--- src/verilog/serial_port_map.vh ---
`ifndef SERIAL_PORT_MAP_VH
`define SERIAL_PORT_MAP_VH

// ==========================================================
// Widths
`define BYTE_W 8
`define IDX_W 7
`define WORD_W 15
`define CNT_W 4
`define SYNC_W 5

// ==========================================================
// Two-wire address and bit counting
`define TW_ADDR_HI 6'h34
`define RW_READ 1'b1
`define BIT_ZERO 4'h0
`define BIT_ONE 4'h1
`define BIT_ACK 4'h8
`define BIT_DONE 4'h9

// ==========================================================
// Four-wire bit counting
`define SPI_ZERO 3'h0
`define SPI_ONE 3'h1
`define SPI_LAST 3'h7

// ==========================================================
// Register index handling
`define IDX_RESET 7'h00
`define IDX_STEP 7'h01
`define BYTE_RESET 8'h00

`endif

--- src/verilog/sensor_serial_host_port.v ---
`timescale 1ns/10ps
`default_nettype none
`include "serial_port_map.vh"

module sensor_serial_host_port (
  input wire i_clk,
  input wire i_resetn,
  input wire i_scl,
  input wire i_serial_in_line,
  output wire o_sda_out,
  output wire o_sda_oe_n,
  output wire o_scl_out,
  output wire o_scl_oe_n,
  input wire i_port_select_n,
  output wire o_serial_out_line,
  output wire o_serial_out_line_oe_n,
  input wire i_addr_lsb_pin,
  input wire i_two_wire_port_disable,
  output wire o_bus_busy,
  output wire o_wr_valid,
  output wire [`IDX_W-1:0] o_wr_index,
  output wire [`BYTE_W-1:0] o_wr_data,
  input wire i_wr_ready,
  output wire [`IDX_W-1:0] o_rd_index,
  input wire [`BYTE_W-1:0] i_rd_data
);

  // Two-wire states
  localparam [2:0] TW_IDLE = 3'b000;
  localparam [2:0] TW_ADDR = 3'b001;
  localparam [2:0] TW_INDEX = 3'b010;
  localparam [2:0] TW_WDATA = 3'b011;
  localparam [2:0] TW_RDATA = 3'b100;
  localparam [2:0] TW_IGNORE = 3'b101;

  // ==========================================================
  // Pin synchronisers
  wire [`SYNC_W-1:0] pins_sync;
  wire scl_s;
  wire sda_s;
  wire cs_n_s;
  wire lsb_s;
  wire dis_s;

  pin_sync #(
    .W(`SYNC_W)
  ) u_sync (
    .i_clk(i_clk),
    .i_resetn(i_resetn),
    .i_async({i_two_wire_port_disable, i_addr_lsb_pin, i_port_select_n,
              i_serial_in_line, i_scl}),
    .o_sync(pins_sync)
  );

  assign scl_s = pins_sync[0];
  assign sda_s = pins_sync[1];
  assign cs_n_s = pins_sync[2];
  assign lsb_s = pins_sync[3];
  assign dis_s = pins_sync[4];

  // ==========================================================
  // State registers
  reg scl_d_reg;
  reg sda_d_reg;
  reg [2:0] tw_state_reg;
  reg [`CNT_W-1:0] tw_cnt_reg;
  reg [`BYTE_W-1:0] tw_shift_reg;
  reg tw_rw_reg;
  reg sda_low_reg;
  reg scl_low_reg;
  reg pend_reg;
  reg busy_reg;
  reg [`IDX_W-1:0] index_reg;
  reg push_valid_reg;
  reg [`WORD_W-1:0] push_data_reg;
  reg [2:0] spi_cnt_reg;
  reg spi_data_phase_reg;
  reg spi_rw_reg;
  reg [`BYTE_W-1:0] spi_shift_reg;
  reg [`BYTE_W-1:0] spi_tx_reg;
  reg sdo_reg;
  reg sdo_oe_n_reg;
  reg sda_oe_n_reg;
  reg scl_oe_n_reg;

  // ==========================================================
  // Edge and condition detection
  wire scl_rise;
  wire scl_fall;
  wire start_ev;
  wire stop_ev;
  wire tw_en;
  wire tw_live;
  wire buf_in_ready;
  wire [`BYTE_W-1:0] spi_byte;
  wire [`IDX_W-1:0] own_addr;

  assign scl_rise = scl_s & ~scl_d_reg;
  assign scl_fall = ~scl_s & scl_d_reg;
  // Data edges while clock stays high
  assign start_ev = scl_s & scl_d_reg & sda_d_reg & ~sda_s;
  assign stop_ev = scl_s & scl_d_reg & ~sda_d_reg & sda_s;
  // Two-wire side is off while disabled or while selected
  assign tw_en = ~dis_s & cs_n_s;
  assign tw_live = (tw_state_reg != TW_IDLE) &&
                   (tw_state_reg != TW_IGNORE);
  assign own_addr = {`TW_ADDR_HI, lsb_s};
  assign spi_byte = {spi_shift_reg[`BYTE_W-2:0], sda_s};

  // ==========================================================
  // Protocol engines
  always @(posedge i_clk or negedge i_resetn) begin
    if (!i_resetn) begin
      scl_d_reg <= 1'b1;
      sda_d_reg <= 1'b1;
      tw_state_reg <= TW_IDLE;
      tw_cnt_reg <= `BIT_ZERO;
      tw_shift_reg <= `BYTE_RESET;
      tw_rw_reg <= 1'b0;
      sda_low_reg <= 1'b0;
      scl_low_reg <= 1'b0;
      pend_reg <= 1'b0;
      busy_reg <= 1'b0;
      index_reg <= `IDX_RESET;
      push_valid_reg <= 1'b0;
      push_data_reg <= {`WORD_W{1'b0}};
      spi_cnt_reg <= `SPI_ZERO;
      spi_data_phase_reg <= 1'b0;
      spi_rw_reg <= 1'b0;
      spi_shift_reg <= `BYTE_RESET;
      spi_tx_reg <= `BYTE_RESET;
      sdo_reg <= 1'b0;
      sdo_oe_n_reg <= 1'b1;
      sda_oe_n_reg <= 1'b1;
      scl_oe_n_reg <= 1'b1;
    end else begin
      scl_d_reg <= scl_s;
      sda_d_reg <= sda_s;
      push_valid_reg <= 1'b0;
      sda_oe_n_reg <= ~sda_low_reg;
      scl_oe_n_reg <= ~scl_low_reg;

      // Two-wire slave
      if (!tw_en) begin
        tw_state_reg <= TW_IDLE;
        sda_low_reg <= 1'b0;
        scl_low_reg <= 1'b0;
        pend_reg <= 1'b0;
        busy_reg <= 1'b0;
      end else if (start_ev) begin
        // First or repeated start readdresses
        busy_reg <= 1'b1;
        tw_state_reg <= TW_ADDR;
        tw_cnt_reg <= `BIT_ZERO;
        sda_low_reg <= 1'b0;
        scl_low_reg <= 1'b0;
        pend_reg <= 1'b0;
      end else if (stop_ev) begin
        busy_reg <= 1'b0;
        tw_state_reg <= TW_IDLE;
        sda_low_reg <= 1'b0;
        scl_low_reg <= 1'b0;
        pend_reg <= 1'b0;
      end else if (pend_reg) begin
        // Clock held low until the buffer takes the byte
        if (buf_in_ready && !push_valid_reg) begin
          push_valid_reg <= 1'b1;
          push_data_reg <= {index_reg, tw_shift_reg};
          pend_reg <= 1'b0;
          sda_low_reg <= 1'b1;
          scl_low_reg <= 1'b0;
        end
      end else if (scl_rise && tw_live) begin
        if (tw_cnt_reg < `BIT_ACK && tw_state_reg != TW_RDATA) begin
          tw_shift_reg <= {tw_shift_reg[`BYTE_W-2:0], sda_s};
        end
        tw_cnt_reg <= tw_cnt_reg + `BIT_ONE;
        // Master answer on the ninth pulse of a read byte
        if (tw_cnt_reg == `BIT_ACK && tw_state_reg == TW_RDATA) begin
          if (sda_s) begin
            tw_state_reg <= TW_IGNORE;
          end else begin
            index_reg <= index_reg + `IDX_STEP;
          end
        end
      end else if (scl_fall && tw_live) begin
        // All data changes follow a falling clock
        if (tw_cnt_reg == `BIT_ACK) begin
          case (tw_state_reg)
            TW_ADDR: begin
              if (tw_shift_reg[`BYTE_W-1:1] == own_addr) begin
                sda_low_reg <= 1'b1;
                tw_rw_reg <= tw_shift_reg[0];
              end else begin
                tw_state_reg <= TW_IGNORE;
              end
            end
            TW_INDEX: begin
              sda_low_reg <= 1'b1;
              index_reg <= tw_shift_reg[`IDX_W-1:0];
            end
            TW_WDATA: begin
              pend_reg <= 1'b1;
              scl_low_reg <= 1'b1;
            end
            default: begin
              sda_low_reg <= 1'b0;
            end
          endcase
        end else if (tw_cnt_reg == `BIT_DONE) begin
          tw_cnt_reg <= `BIT_ZERO;
          sda_low_reg <= 1'b0;
          case (tw_state_reg)
            TW_ADDR: begin
              if (tw_rw_reg == `RW_READ) begin
                tw_state_reg <= TW_RDATA;
                sda_low_reg <= ~i_rd_data[`BYTE_W-1];
                tw_shift_reg <= {i_rd_data[`BYTE_W-2:0], 1'b0};
              end else begin
                tw_state_reg <= TW_INDEX;
              end
            end
            TW_INDEX: begin
              tw_state_reg <= TW_WDATA;
            end
            TW_WDATA: begin
              index_reg <= index_reg + `IDX_STEP;
            end
            TW_RDATA: begin
              sda_low_reg <= ~i_rd_data[`BYTE_W-1];
              tw_shift_reg <= {i_rd_data[`BYTE_W-2:0], 1'b0};
            end
            default: begin
              tw_state_reg <= TW_IGNORE;
            end
          endcase
        end else if (tw_state_reg == TW_RDATA) begin
          sda_low_reg <= ~tw_shift_reg[`BYTE_W-1];
          tw_shift_reg <= {tw_shift_reg[`BYTE_W-2:0], 1'b0};
        end
      end

      // Four-wire slave
      if (cs_n_s) begin
        spi_cnt_reg <= `SPI_ZERO;
        spi_data_phase_reg <= 1'b0;
        sdo_oe_n_reg <= 1'b1;
      end else begin
        sdo_oe_n_reg <= 1'b0;
        if (scl_rise) begin
          spi_shift_reg <= spi_byte;
          spi_cnt_reg <= spi_cnt_reg + `SPI_ONE;
          if (spi_cnt_reg == `SPI_LAST) begin
            if (!spi_data_phase_reg) begin
              // Command byte opens every access
              spi_data_phase_reg <= 1'b1;
              spi_rw_reg <= spi_byte[`BYTE_W-1];
              index_reg <= spi_byte[`IDX_W-1:0];
            end else if (spi_rw_reg == `RW_READ) begin
              index_reg <= index_reg + `IDX_STEP;
            end else begin
              if (buf_in_ready && !push_valid_reg) begin
                push_valid_reg <= 1'b1;
                push_data_reg <= {index_reg, spi_byte};
              end
              index_reg <= index_reg + `IDX_STEP;
            end
          end
        end else if (scl_fall && spi_data_phase_reg &&
                     spi_rw_reg == `RW_READ) begin
          if (spi_cnt_reg == `SPI_ZERO) begin
            sdo_reg <= i_rd_data[`BYTE_W-1];
            spi_tx_reg <= {i_rd_data[`BYTE_W-2:0], 1'b0};
          end else begin
            sdo_reg <= spi_tx_reg[`BYTE_W-1];
            spi_tx_reg <= {spi_tx_reg[`BYTE_W-2:0], 1'b0};
          end
        end
      end
    end
  end

  // ==========================================================
  // Write path buffer
  wire [`WORD_W-1:0] buf_out_data;

  word_buffer2 u_buf (
    .i_clk(i_clk),
    .i_resetn(i_resetn),
    .i_in_valid(push_valid_reg),
    .o_in_ready(buf_in_ready),
    .i_in_data(push_data_reg),
    .o_out_valid(o_wr_valid),
    .o_out_data(buf_out_data),
    .i_out_ready(i_wr_ready)
  );

  // Output pins, open drain value is low whenever driven
  assign o_wr_index = buf_out_data[`WORD_W-1:`BYTE_W];
  assign o_wr_data = buf_out_data[`BYTE_W-1:0];
  assign o_rd_index = index_reg;
  assign o_sda_out = sda_oe_n_reg;
  assign o_sda_oe_n = sda_oe_n_reg;
  assign o_scl_out = scl_oe_n_reg;
  assign o_scl_oe_n = scl_oe_n_reg;
  assign o_serial_out_line = sdo_reg;
  assign o_serial_out_line_oe_n = sdo_oe_n_reg;
  assign o_bus_busy = busy_reg;

endmodule // sensor_serial_host_port

`default_nettype wire

--- src/verilog/pin_sync.v ---
`timescale 1ns/10ps
`default_nettype none

// ==========================================================
// Two-flop synchroniser, one chain per pin
module pin_sync #(
  parameter W = 5
) (
  input wire i_clk,
  input wire i_resetn,
  input wire [W-1:0] i_async,
  output wire [W-1:0] o_sync
);

  genvar g;

  generate
    for (g = 0; g < W; g = g + 1) begin : g_bit
      reg meta_reg;
      reg sync_reg;
      // First stage feeds only the second stage
      always @(posedge i_clk or negedge i_resetn) begin
        if (!i_resetn) begin
          meta_reg <= 1'b1;
          sync_reg <= 1'b1;
        end else begin
          meta_reg <= i_async[g];
          sync_reg <= meta_reg;
        end
      end
      assign o_sync[g] = sync_reg;
    end
  endgenerate

endmodule // pin_sync

`default_nettype wire

--- src/verilog/word_buffer2.v ---
`timescale 1ns/10ps
`default_nettype none
`include "serial_port_map.vh"

// ==========================================================
// Two-entry buffer, head entry drives the outputs
module word_buffer2 (
  input wire i_clk,
  input wire i_resetn,
  input wire i_in_valid,
  output wire o_in_ready,
  input wire [`WORD_W-1:0] i_in_data,
  output wire o_out_valid,
  output wire [`WORD_W-1:0] o_out_data,
  input wire i_out_ready
);

  reg head_valid_reg;
  reg spare_valid_reg;
  reg [`WORD_W-1:0] head_data_reg;
  reg [`WORD_W-1:0] spare_data_reg;
  wire pop;
  wire push;

  // Handshakes on both sides
  assign pop = head_valid_reg & i_out_ready;
  assign push = i_in_valid & ~spare_valid_reg;
  assign o_in_ready = ~spare_valid_reg;
  assign o_out_valid = head_valid_reg;
  assign o_out_data = head_data_reg;

  // Fill head first, spill into spare while head stalls
  always @(posedge i_clk or negedge i_resetn) begin
    if (!i_resetn) begin
      head_valid_reg <= 1'b0;
      spare_valid_reg <= 1'b0;
      head_data_reg <= {`WORD_W{1'b0}};
      spare_data_reg <= {`WORD_W{1'b0}};
    end else if (pop) begin
      if (spare_valid_reg) begin
        head_data_reg <= spare_data_reg;
        spare_valid_reg <= 1'b0;
      end else if (push) begin
        head_data_reg <= i_in_data;
      end else begin
        head_valid_reg <= 1'b0;
      end
    end else if (push) begin
      if (!head_valid_reg) begin
        head_valid_reg <= 1'b1;
        head_data_reg <= i_in_data;
      end else begin
        spare_valid_reg <= 1'b1;
        spare_data_reg <= i_in_data;
      end
    end
  end

endmodule // word_buffer2

`default_nettype wire

--- config.mk ---
export PLATFORM = sky130hd
export DESIGN_NAME = sensor_serial_host_port
export DESIGN_NICKNAME = d
export VERILOG_FILES = /design/src/verilog/sensor_serial_host_port.v /design/src/verilog/pin_sync.v /design/src/verilog/word_buffer2.v
export VERILOG_INCLUDE_DIRS = /design/src /design/src/verilog
export SDC_FILE = /design/constraint.sdc
export NUM_CORES = 1
export LEC_CHECK = 0
export BUFFER_PORTS_ARGS = -buffer_cell sky130_fd_sc_hd__clkbuf_2
export CORE_ASPECT_RATIO = 0.8
export CORE_MARGIN = 8
export CORE_UTILIZATION = 56
export CTS_BUF_LIST = sky130_fd_sc_hd__clkbuf_8 sky130_fd_sc_hd__clkbuf_16
export DETAILED_ROUTE_END_ITERATION = 8
export PLACE_DENSITY = 0.76
export SLEW_MARGIN = 20
export SYNTH_ARGS = -nofsm -noshare
export SYNTH_HDL_FRONTEND = slang
export SYNTH_SLANG_ARGS = --single-unit
--- constraint.sdc ---
create_clock -name i_clk -period 2.6 [get_ports i_clk]
set_clock_uncertainty 0.1 [all_clocks]
set_input_delay 0.26 -clock i_clk [delete_from_list [all_inputs] [get_ports i_clk]]
set_output_delay 0.26 -clock i_clk [all_outputs]
set_load 0.005 [all_outputs]
Yosys cells after proc, flatten, opt, wreduce, memory -nomap -nowiden

Cells that the tools add are included.

Add/sub/neg operators: 3
Order comparisons: 1
Eq/ne operators: 36
Multiplexer cells: 122
Bitwise logic cells: 28
Reductions and logical operators: 36

Operators by type and width:

| cell                                                                     | number |
|---|---|
| 15-bit two-way mux                                                       | 16 |
| 7-bit two-way mux                                                        | 16 |
| 8-bit two-way mux                                                        | 8 |
| 1-bit two-way mux                                                        | 56 |
| 3-bit two-way mux                                                        | 15 |
| 5-bit by 4-bit inequality test with 1-bit output (second input constant) | 6 |
| 4-bit two-way mux                                                        | 7 |
| 1-bit NOT                                                                | 18 |
| 8-bit one-hot mux with 2 select lines                                    | 1 |
| 3-bit nonzero test                                                       | 5 |
| 3-bit inequality test (second input constant)                            | 4 |
| 6-bit inequality test (second input constant)                            | 2 |
| 3-bit AND reduction                                                      | 4 |
| 6-bit AND reduction                                                      | 2 |
| 2-bit nonzero test                                                       | 6 |
| 1-bit bitwise AND                                                        | 10 |
| 2-bit inequality test (second input constant)                            | 5 |
| 10-bit AND reduction                                                     | 1 |
| 3-bit one-hot mux with 3 select lines                                    | 1 |
| 9-bit AND reduction                                                      | 1 |
| 4-bit == test (second input constant)                                    | 2 |
| 1-bit logical AND                                                        | 8 |
| 4-bit inequality test (second input constant)                            | 2 |
| 8-bit AND reduction                                                      | 1 |
| 24 further kinds                                                         | 29 |

Bits in registers: 111
Input port bits: 16
Output and inout port bits: 30
Logic and storage cells: 262

Longest topological paths before layout

Depth after elaboration: 13
Mapped depth: 9
Depth with buffers taken out: 7

Modules after synthesis

Synthesis repeated with hierarchy kept, for this count alone.

Cells, all modules: 519
Area total of the unflattened synthesis: 5696.7 um^2

By module, submodules not included:

| module                  | times used | cells an instance | area each (um^2) | sequential area each (um^2) |
|---|---|---|---|---|
| sensor_serial_host_port | 1          | 410               | 3908.7           | 1707.9 |
| word_buffer2            | 1          | 94                | 1487.7           | 800.8 |
| pin_sync                | 1          | 15                | 300.3            | 262.8 |

Worst setup path before layout

No wires, ideal clock.

Path kind: register to register
Start point: register u_sync.g_bit[0].sync_reg
End point: register push_data_reg[10]
Data arrival time: 2117 ps
Required time: 2375 ps
Slack: 258 ps
Cell stages (with the launch flop): 7
Path buffers: 1
Period minus slack after synthesis: 2342 ps
Path through: dfstp_2 -> buf_2 -> nor3b_4 -> nand2_4 -> nor4b_4 -> o21bai_4 -> mux2_2

Cells in the longest elaborated chain, start to end: 12
Elaborated cells on any way between the ends: 15
Classes of those cells: mux: 9; bitwise: 6

RTL lines:

| what                           | line                                                         | RTL |
|---|---|---|
| start, declared                | pin_sync.v:20                                                | `reg sync_reg;` |
| start signal, assigned         | pin_sync.v:28                                                | `sync_reg <= meta_reg;` |
| 1-bit bitwise AND              | sensor_serial_host_port.v:101, sensor_serial_host_port.v:102 |  |
| 1-bit bitwise AND (2 in a row) | sensor_serial_host_port.v:102                                | `assign stop_ev = scl_s & scl_d_reg & ~sda_d_reg & sda_s;` |
| 15-bit two-way mux             | sensor_serial_host_port.v:158                                | `end else if (stop_ev) begin` |
| 15-bit two-way mux             | sensor_serial_host_port.v:150                                | `end else if (start_ev) begin` |
| 15-bit two-way mux             | sensor_serial_host_port.v:144                                | `if (!tw_en) begin` |
| 15-bit two-way mux             | sensor_serial_host_port.v:262                                | `if (buf_in_ready && !push_valid_reg) begin` |
| 15-bit two-way mux             | sensor_serial_host_port.v:259                                | `` end else if (spi_rw_reg == `RW_READ) begin `` |
| 15-bit two-way mux             | sensor_serial_host_port.v:254                                | `if (!spi_data_phase_reg) begin` |
| 15-bit two-way mux             | sensor_serial_host_port.v:253                                | `` if (spi_cnt_reg == `SPI_LAST) begin `` |
| 15-bit two-way mux             | sensor_serial_host_port.v:250                                | `if (scl_rise) begin` |
| 15-bit two-way mux *           | sensor_serial_host_port.v:244                                | `if (cs_n_s) begin` |
| end signal, assigned           | sensor_serial_host_port.v:126                                | `` push_data_reg <= {`WORD_W{1'b0}}; `` |
| end signal, assigned           | sensor_serial_host_port.v:168                                | `push_data_reg <= {index_reg, tw_shift_reg};` |
| end signal, assigned           | sensor_serial_host_port.v:264                                | `push_data_reg <= {index_reg, spi_byte};` |
| end, declared                  | sensor_serial_host_port.v:75                                 | `` reg [`WORD_W-1:0] push_data_reg; `` |

Mark *: on every way between the ends. The rest lies on a longest branch, timed or not.
A chain may end at the register's enable or synchronous reset.

Worst setup path in the final report

Start point: register tw_cnt_reg[0]
End point: register tw_state_reg[1]

Cells in the longest elaborated chain, start to end: 8
Elaborated cells on any way between the ends: 16
Classes of those cells: eq/ne: 7; mux: 7; reduce/logical: 2

RTL lines:

| what                           | line                          | RTL |
|---|---|---|
| start, declared                | sensor_serial_host_port.v:66  | `` reg [`CNT_W-1:0] tw_cnt_reg; `` |
| start signal, assigned         | sensor_serial_host_port.v:117 | `` tw_cnt_reg <= `BIT_ZERO; `` |
| start signal, assigned         | sensor_serial_host_port.v:154 | `` tw_cnt_reg <= `BIT_ZERO; `` |
| start signal, assigned         | sensor_serial_host_port.v:177 | `` tw_cnt_reg <= tw_cnt_reg + `BIT_ONE; `` |
| 4-bit == test (no source line) | n/a                           |  |
| 3-bit two-way mux              | sensor_serial_host_port.v:188 | `` if (tw_cnt_reg == `BIT_ACK) begin `` |
| 3-bit two-way mux              | sensor_serial_host_port.v:186 | `end else if (scl_fall && tw_live) begin` |
| 3-bit two-way mux              | sensor_serial_host_port.v:173 | `end else if (scl_rise && tw_live) begin` |
| 3-bit two-way mux              | sensor_serial_host_port.v:164 | `end else if (pend_reg) begin` |
| 3-bit two-way mux              | sensor_serial_host_port.v:158 |  |
| 3-bit two-way mux              | sensor_serial_host_port.v:150 |  |
| 3-bit two-way mux              | sensor_serial_host_port.v:144 |  |
| end signal, assigned           | sensor_serial_host_port.v:145 | `tw_state_reg <= TW_IDLE;` |
| end signal, assigned           | sensor_serial_host_port.v:153 | `tw_state_reg <= TW_ADDR;` |
| end signal, assigned           | sensor_serial_host_port.v:160 | `tw_state_reg <= TW_IDLE;` |
| end, declared                  | sensor_serial_host_port.v:65  | `reg [2:0] tw_state_reg;` |

Parallel ways exist; a longest one is shown, timed or not. The select of a mux whose other input is x is not followed.

==> impl_metrics.json <==
{
  "io_buffer_count": 45,
  "ir_drop_mv": 0.461,
  "period_share": 0.970,
  "worstHoldEndpoint": "spi_tx_reg[1]",
  "initial_core_util": 0.577,
  "yosys_warnings": 0,
  "cts_sinks": 110,
  "critPathMaxFanout": 14,
  "nNetsFinal": 596,
  "final_area_um2": 6410,
  "path_class": "reg -> reg",
  "fin_crit_ns": 2.52,
  "fp.dieW_um": 127,
  "r2r_slack_ns": 0.08,
  "slew_viol_final": 0,
  "ant_nets": 0,
  "num_vias": 4190,
  "row_count": 32,
  "drv_cap": 0,
  "cellLeakagePower_nw": 3.13,
  "gp_congestion": 0.922,
  "grt_pass1_vias": 4220,
  "fin_util": 0.665,
  "grt_start_max_net_pins": 51,
  "cp_slowest_cell": "or4_1",
  "io_pins": 46,
  "die_y_um": 105,
  "critPathLaunchType": "flip-flop",
  "run_status": "finished, final reports clean",
  "cts_setup_buffers": 0,
  "antenna_found_initial": 0,
  "fmax_mhz": 397,
  "rsz0062_at_grt": "false",
  "synth-edff-count": 0,
  "ff_latch_area_um2": 2770,
  "cp_data_arrival_time_ns": 2.69,
  "grt-ovfl-total": 0,
  "dp_hpwl_um": 9450,
  "grt_use_met2": 0.330,
  "syn-cell-area_um2": 5560,
  "worst_slew_pin_slew_ns": 0.654,
  "routed_via_density": 5.87,
  "hold_violations": 0,
  "drive_gt1_frac": 0.266,
  "r2r_cells": 7,
  "critPathTopFamily": "simple AND/OR/NAND/NOR gates",
  "ys_types": 73,
  "drt_iter0_markers": 361,
  "cp_slowest_stage_delay_ns": 0.53,
  "cp_num_buf_inv": 1,
  "synth_nets": 541,
  "min_from": "i_rd_data[0]",
  "critPathCaptureType": "flip-flop",
  "ys.flop_type": "dfrtp_1",
  "grtUsageTotal": 0.207,
  "grt_busiest_layer": "met2",
  "syn_inst": 518,
  "hold_path_class": "in -> reg",
  "setup_viol": 0,
  "die_area_um2": 13400,
  "cts.path.max_buffers": 2,
  "multi_input_area_um2": 2590,
  "postRouteWirelength_um": 13000,
  "slew_headroom": 0.564,
  "placedInstanceArea_um2": 6030,
  "post_drt_wl_per_cell_um": 18.2,
  "syn_avg_cell_area_um2": 10.7,
  "clkTransAtPathRegs_ns": 0.07,
  "n_antenna_cell": 0,
  "cts-buffers-inserted": 9,
  "async_reset_ff_frac": 1.00,
  "crit_chain": "inv_1 > ha_1 > and3b_1 > nor4_1 > a311oi_1 > or4_1 > a21oi_1",
  "core-area_um2": 9650,
  "cts-root-buf": "clkbuf_16",
  "synth_seq_area_share": 0.498,
  "synth-seq-cells": 110,
  "grt_util_met1": 0.276,
  "rr_startpoint": "tw_cnt_reg[0]",
  "cts_tree": "done",
  "grt_pass1_wl_um": 22100,
  "fillCellCount": 752,
  "required_ns": 2.77,
  "tns_ns": 0,
  "dr.pass1.iters": 4,
  "regToRegEndpoint": "tw_state_reg[1]",
  "drc_errors": 0,
  "hold-path-cell-count": 3,
  "area_growth_syn_to_layout_pct": 15.2,
  "use_met3": 0.0437,
  "clk_latency_ns": 0.35,
  "power_density_nw_per_um2": 573,
  "htreeDepth": 3
}
[timing repair]
action	4_1_cts	5_1_grt
endpoints found under the hold margin	40	0
setup endpoints to repair	0	8
resized for setup	0	1
hold buffers	6	0
[kinds of logic after synthesis]
logic type                 synth area share
AOI/OAI and AO/OA                     0.157
and+or+nand+nor                       0.126
DFF                                   0.498
muxes                                 0.153
buffers and inverters                0.0376
xor gates and xnor gates             0.0126
adders and majority gates            0.0157
[routing by layer]
| metal | part of all wire | wire length (um) |
|---|---|---|
| met1 | 0.46 | 5920 |
| met2 | 0.48 | 6220 |
| met3 | 0.052 | 671 |
| met4 | 0.013 | 172 |
| met5 | 0 | 0 |
[layout by cell type, fill, tap and decap left out, types with 3 or more instances in the layout]
cell | synthesis | routed
inv_1 | 15 | 16
o21ai_1 | 2 | 3
a21o_1 | 5 | 5
a211oi_1 | 4 | 4
mux2_2 | 43 | 43
nor2_1 | 14 | 14
a31oi_1 | 4 | 4
nand3_1 | 11 | 11
clkbuf_16 | 0 | 11
mux2i_1 | 31 | 31
a21oi_1 | 22 | 22
nor2b_1 | 5 | 5
nor3_1 | 4 | 3
nand3b_1 | 3 | 3
clkbuf_2 | 1 | 44
dfrtp_1 | 95 | 95
o22ai_1 | 3 | 3
o21ai_0 | 47 | 46
dfstp_2 | 15 | 15
mux2_1 | 5 | 5
ha_1 | 7 | 7
and3_1 | 4 | 4
dlygate4sd3_1 | 0 | 6
o211ai_1 | 8 | 8
xnor2_1 | 6 | 6
nand2b_1 | 3 | 3
nand2_1 | 57 | 57
buf_4 | 4 | 27
o21a_1 | 4 | 4
a22oi_1 | 4 | 4
nand4_1 | 4 | 4
and3b_1 | 4 | 4
and2_1 | 4 | 4
[power by group]
| group | leakage (nW) | internal [mW] | switching, mW |
|---|---|---|---|
| registers | 1.42 | 1.80 | 0.106 |
| clock network | 0.163 | 0.802 | 0.619 |
| logic | 1.54 | 0.158 | 0.188 |
[worst min-delay path: cells and delay by family]
kind	cells	cell delay, ns
simple gates	1	0.05
buf+inv	1	0.10
compound gates	1	0.06
[cell usage after synthesis, drive strengths merged (3+ instances only)]
| cell type | n | area (um^2) |
|---|---|---|
| buf | 13 | 72.6 |
| and3 | 4 | 25.0 |
| ha | 7 | 87.6 |
| a21oi | 22 | 110 |
| a21o | 5 | 37.5 |
| dfrtp | 95 | 2380 |
| a211oi | 4 | 30.0 |
| and3b | 4 | 35.0 |
| nand3b | 3 | 22.5 |
| nand3 | 11 | 55.1 |
| inv | 15 | 56.3 |
| a22oi | 4 | 30.0 |
| a31o | 3 | 26.3 |
| mux2i | 31 | 310 |
| nor3 | 4 | 20.0 |
| nand4 | 4 | 25.0 |
| nor2 | 14 | 52.6 |
| xnor2 | 6 | 52.6 |
| o211ai | 8 | 60.1 |
| o21ai | 49 | 245 |
| nand2 | 58 | 225 |
| mux2 | 48 | 541 |
| clkbuf | 21 | 80.1 |
| o21a | 4 | 30.0 |
| and2 | 4 | 25.0 |
| a31oi | 4 | 25.0 |
| o22ai | 3 | 18.8 |
| nor2b | 5 | 31.3 |
| nor3b | 4 | 46.3 |
| nand2b | 3 | 18.8 |
| dfstp | 15 | 394 |
[stage by stage]
step                      power [mW]  setup WS, ns  cells  hold slack, ns
after floorplan                 2.11         0.258    518          -0.136
after global placement          2.25         0.171    692           0.229
after detailed placement        2.27        0.0965    692           0.230
after CTS                       3.71        0.0805    714          0.0482
after global routing            3.83        0.0187    714          0.0828
final                           3.67        0.0787    714          0.0603
[worst max-delay path by stage]
stage / start / endpoint / slack (ns) / cells after the start
2_1_floorplan: u_sync.g_bit[0].sync_reg / push_data_reg[10] / 0.26 / 6
3_3_place_gp: tw_cnt_reg[0] / tw_shift_reg[1] / 0.17 / 7
3_5_place_dp: tw_cnt_reg[0] / tw_shift_reg[2] / 0.1 / 7
4_1_cts: tw_cnt_reg[0] / tw_shift_reg[2] / 0.08 / 7
5_1_grt: tw_cnt_reg[0] / tw_state_reg[1] / 0.02 / 7
6_report: tw_cnt_reg[0] / tw_state_reg[1] / 0.08 / 7
[area by class of cell]
cell class	count	share of cell area
flip-flops and latches	110	0.432
multi-input cells	359	0.404
repair buffers	78	0.0784
clock buffers	12	0.0451
well taps	136	0.0265
inverters	15	0.00878
clock inverters	4	0.00507
No activity file was read; power rests on OpenSTA's default activity.
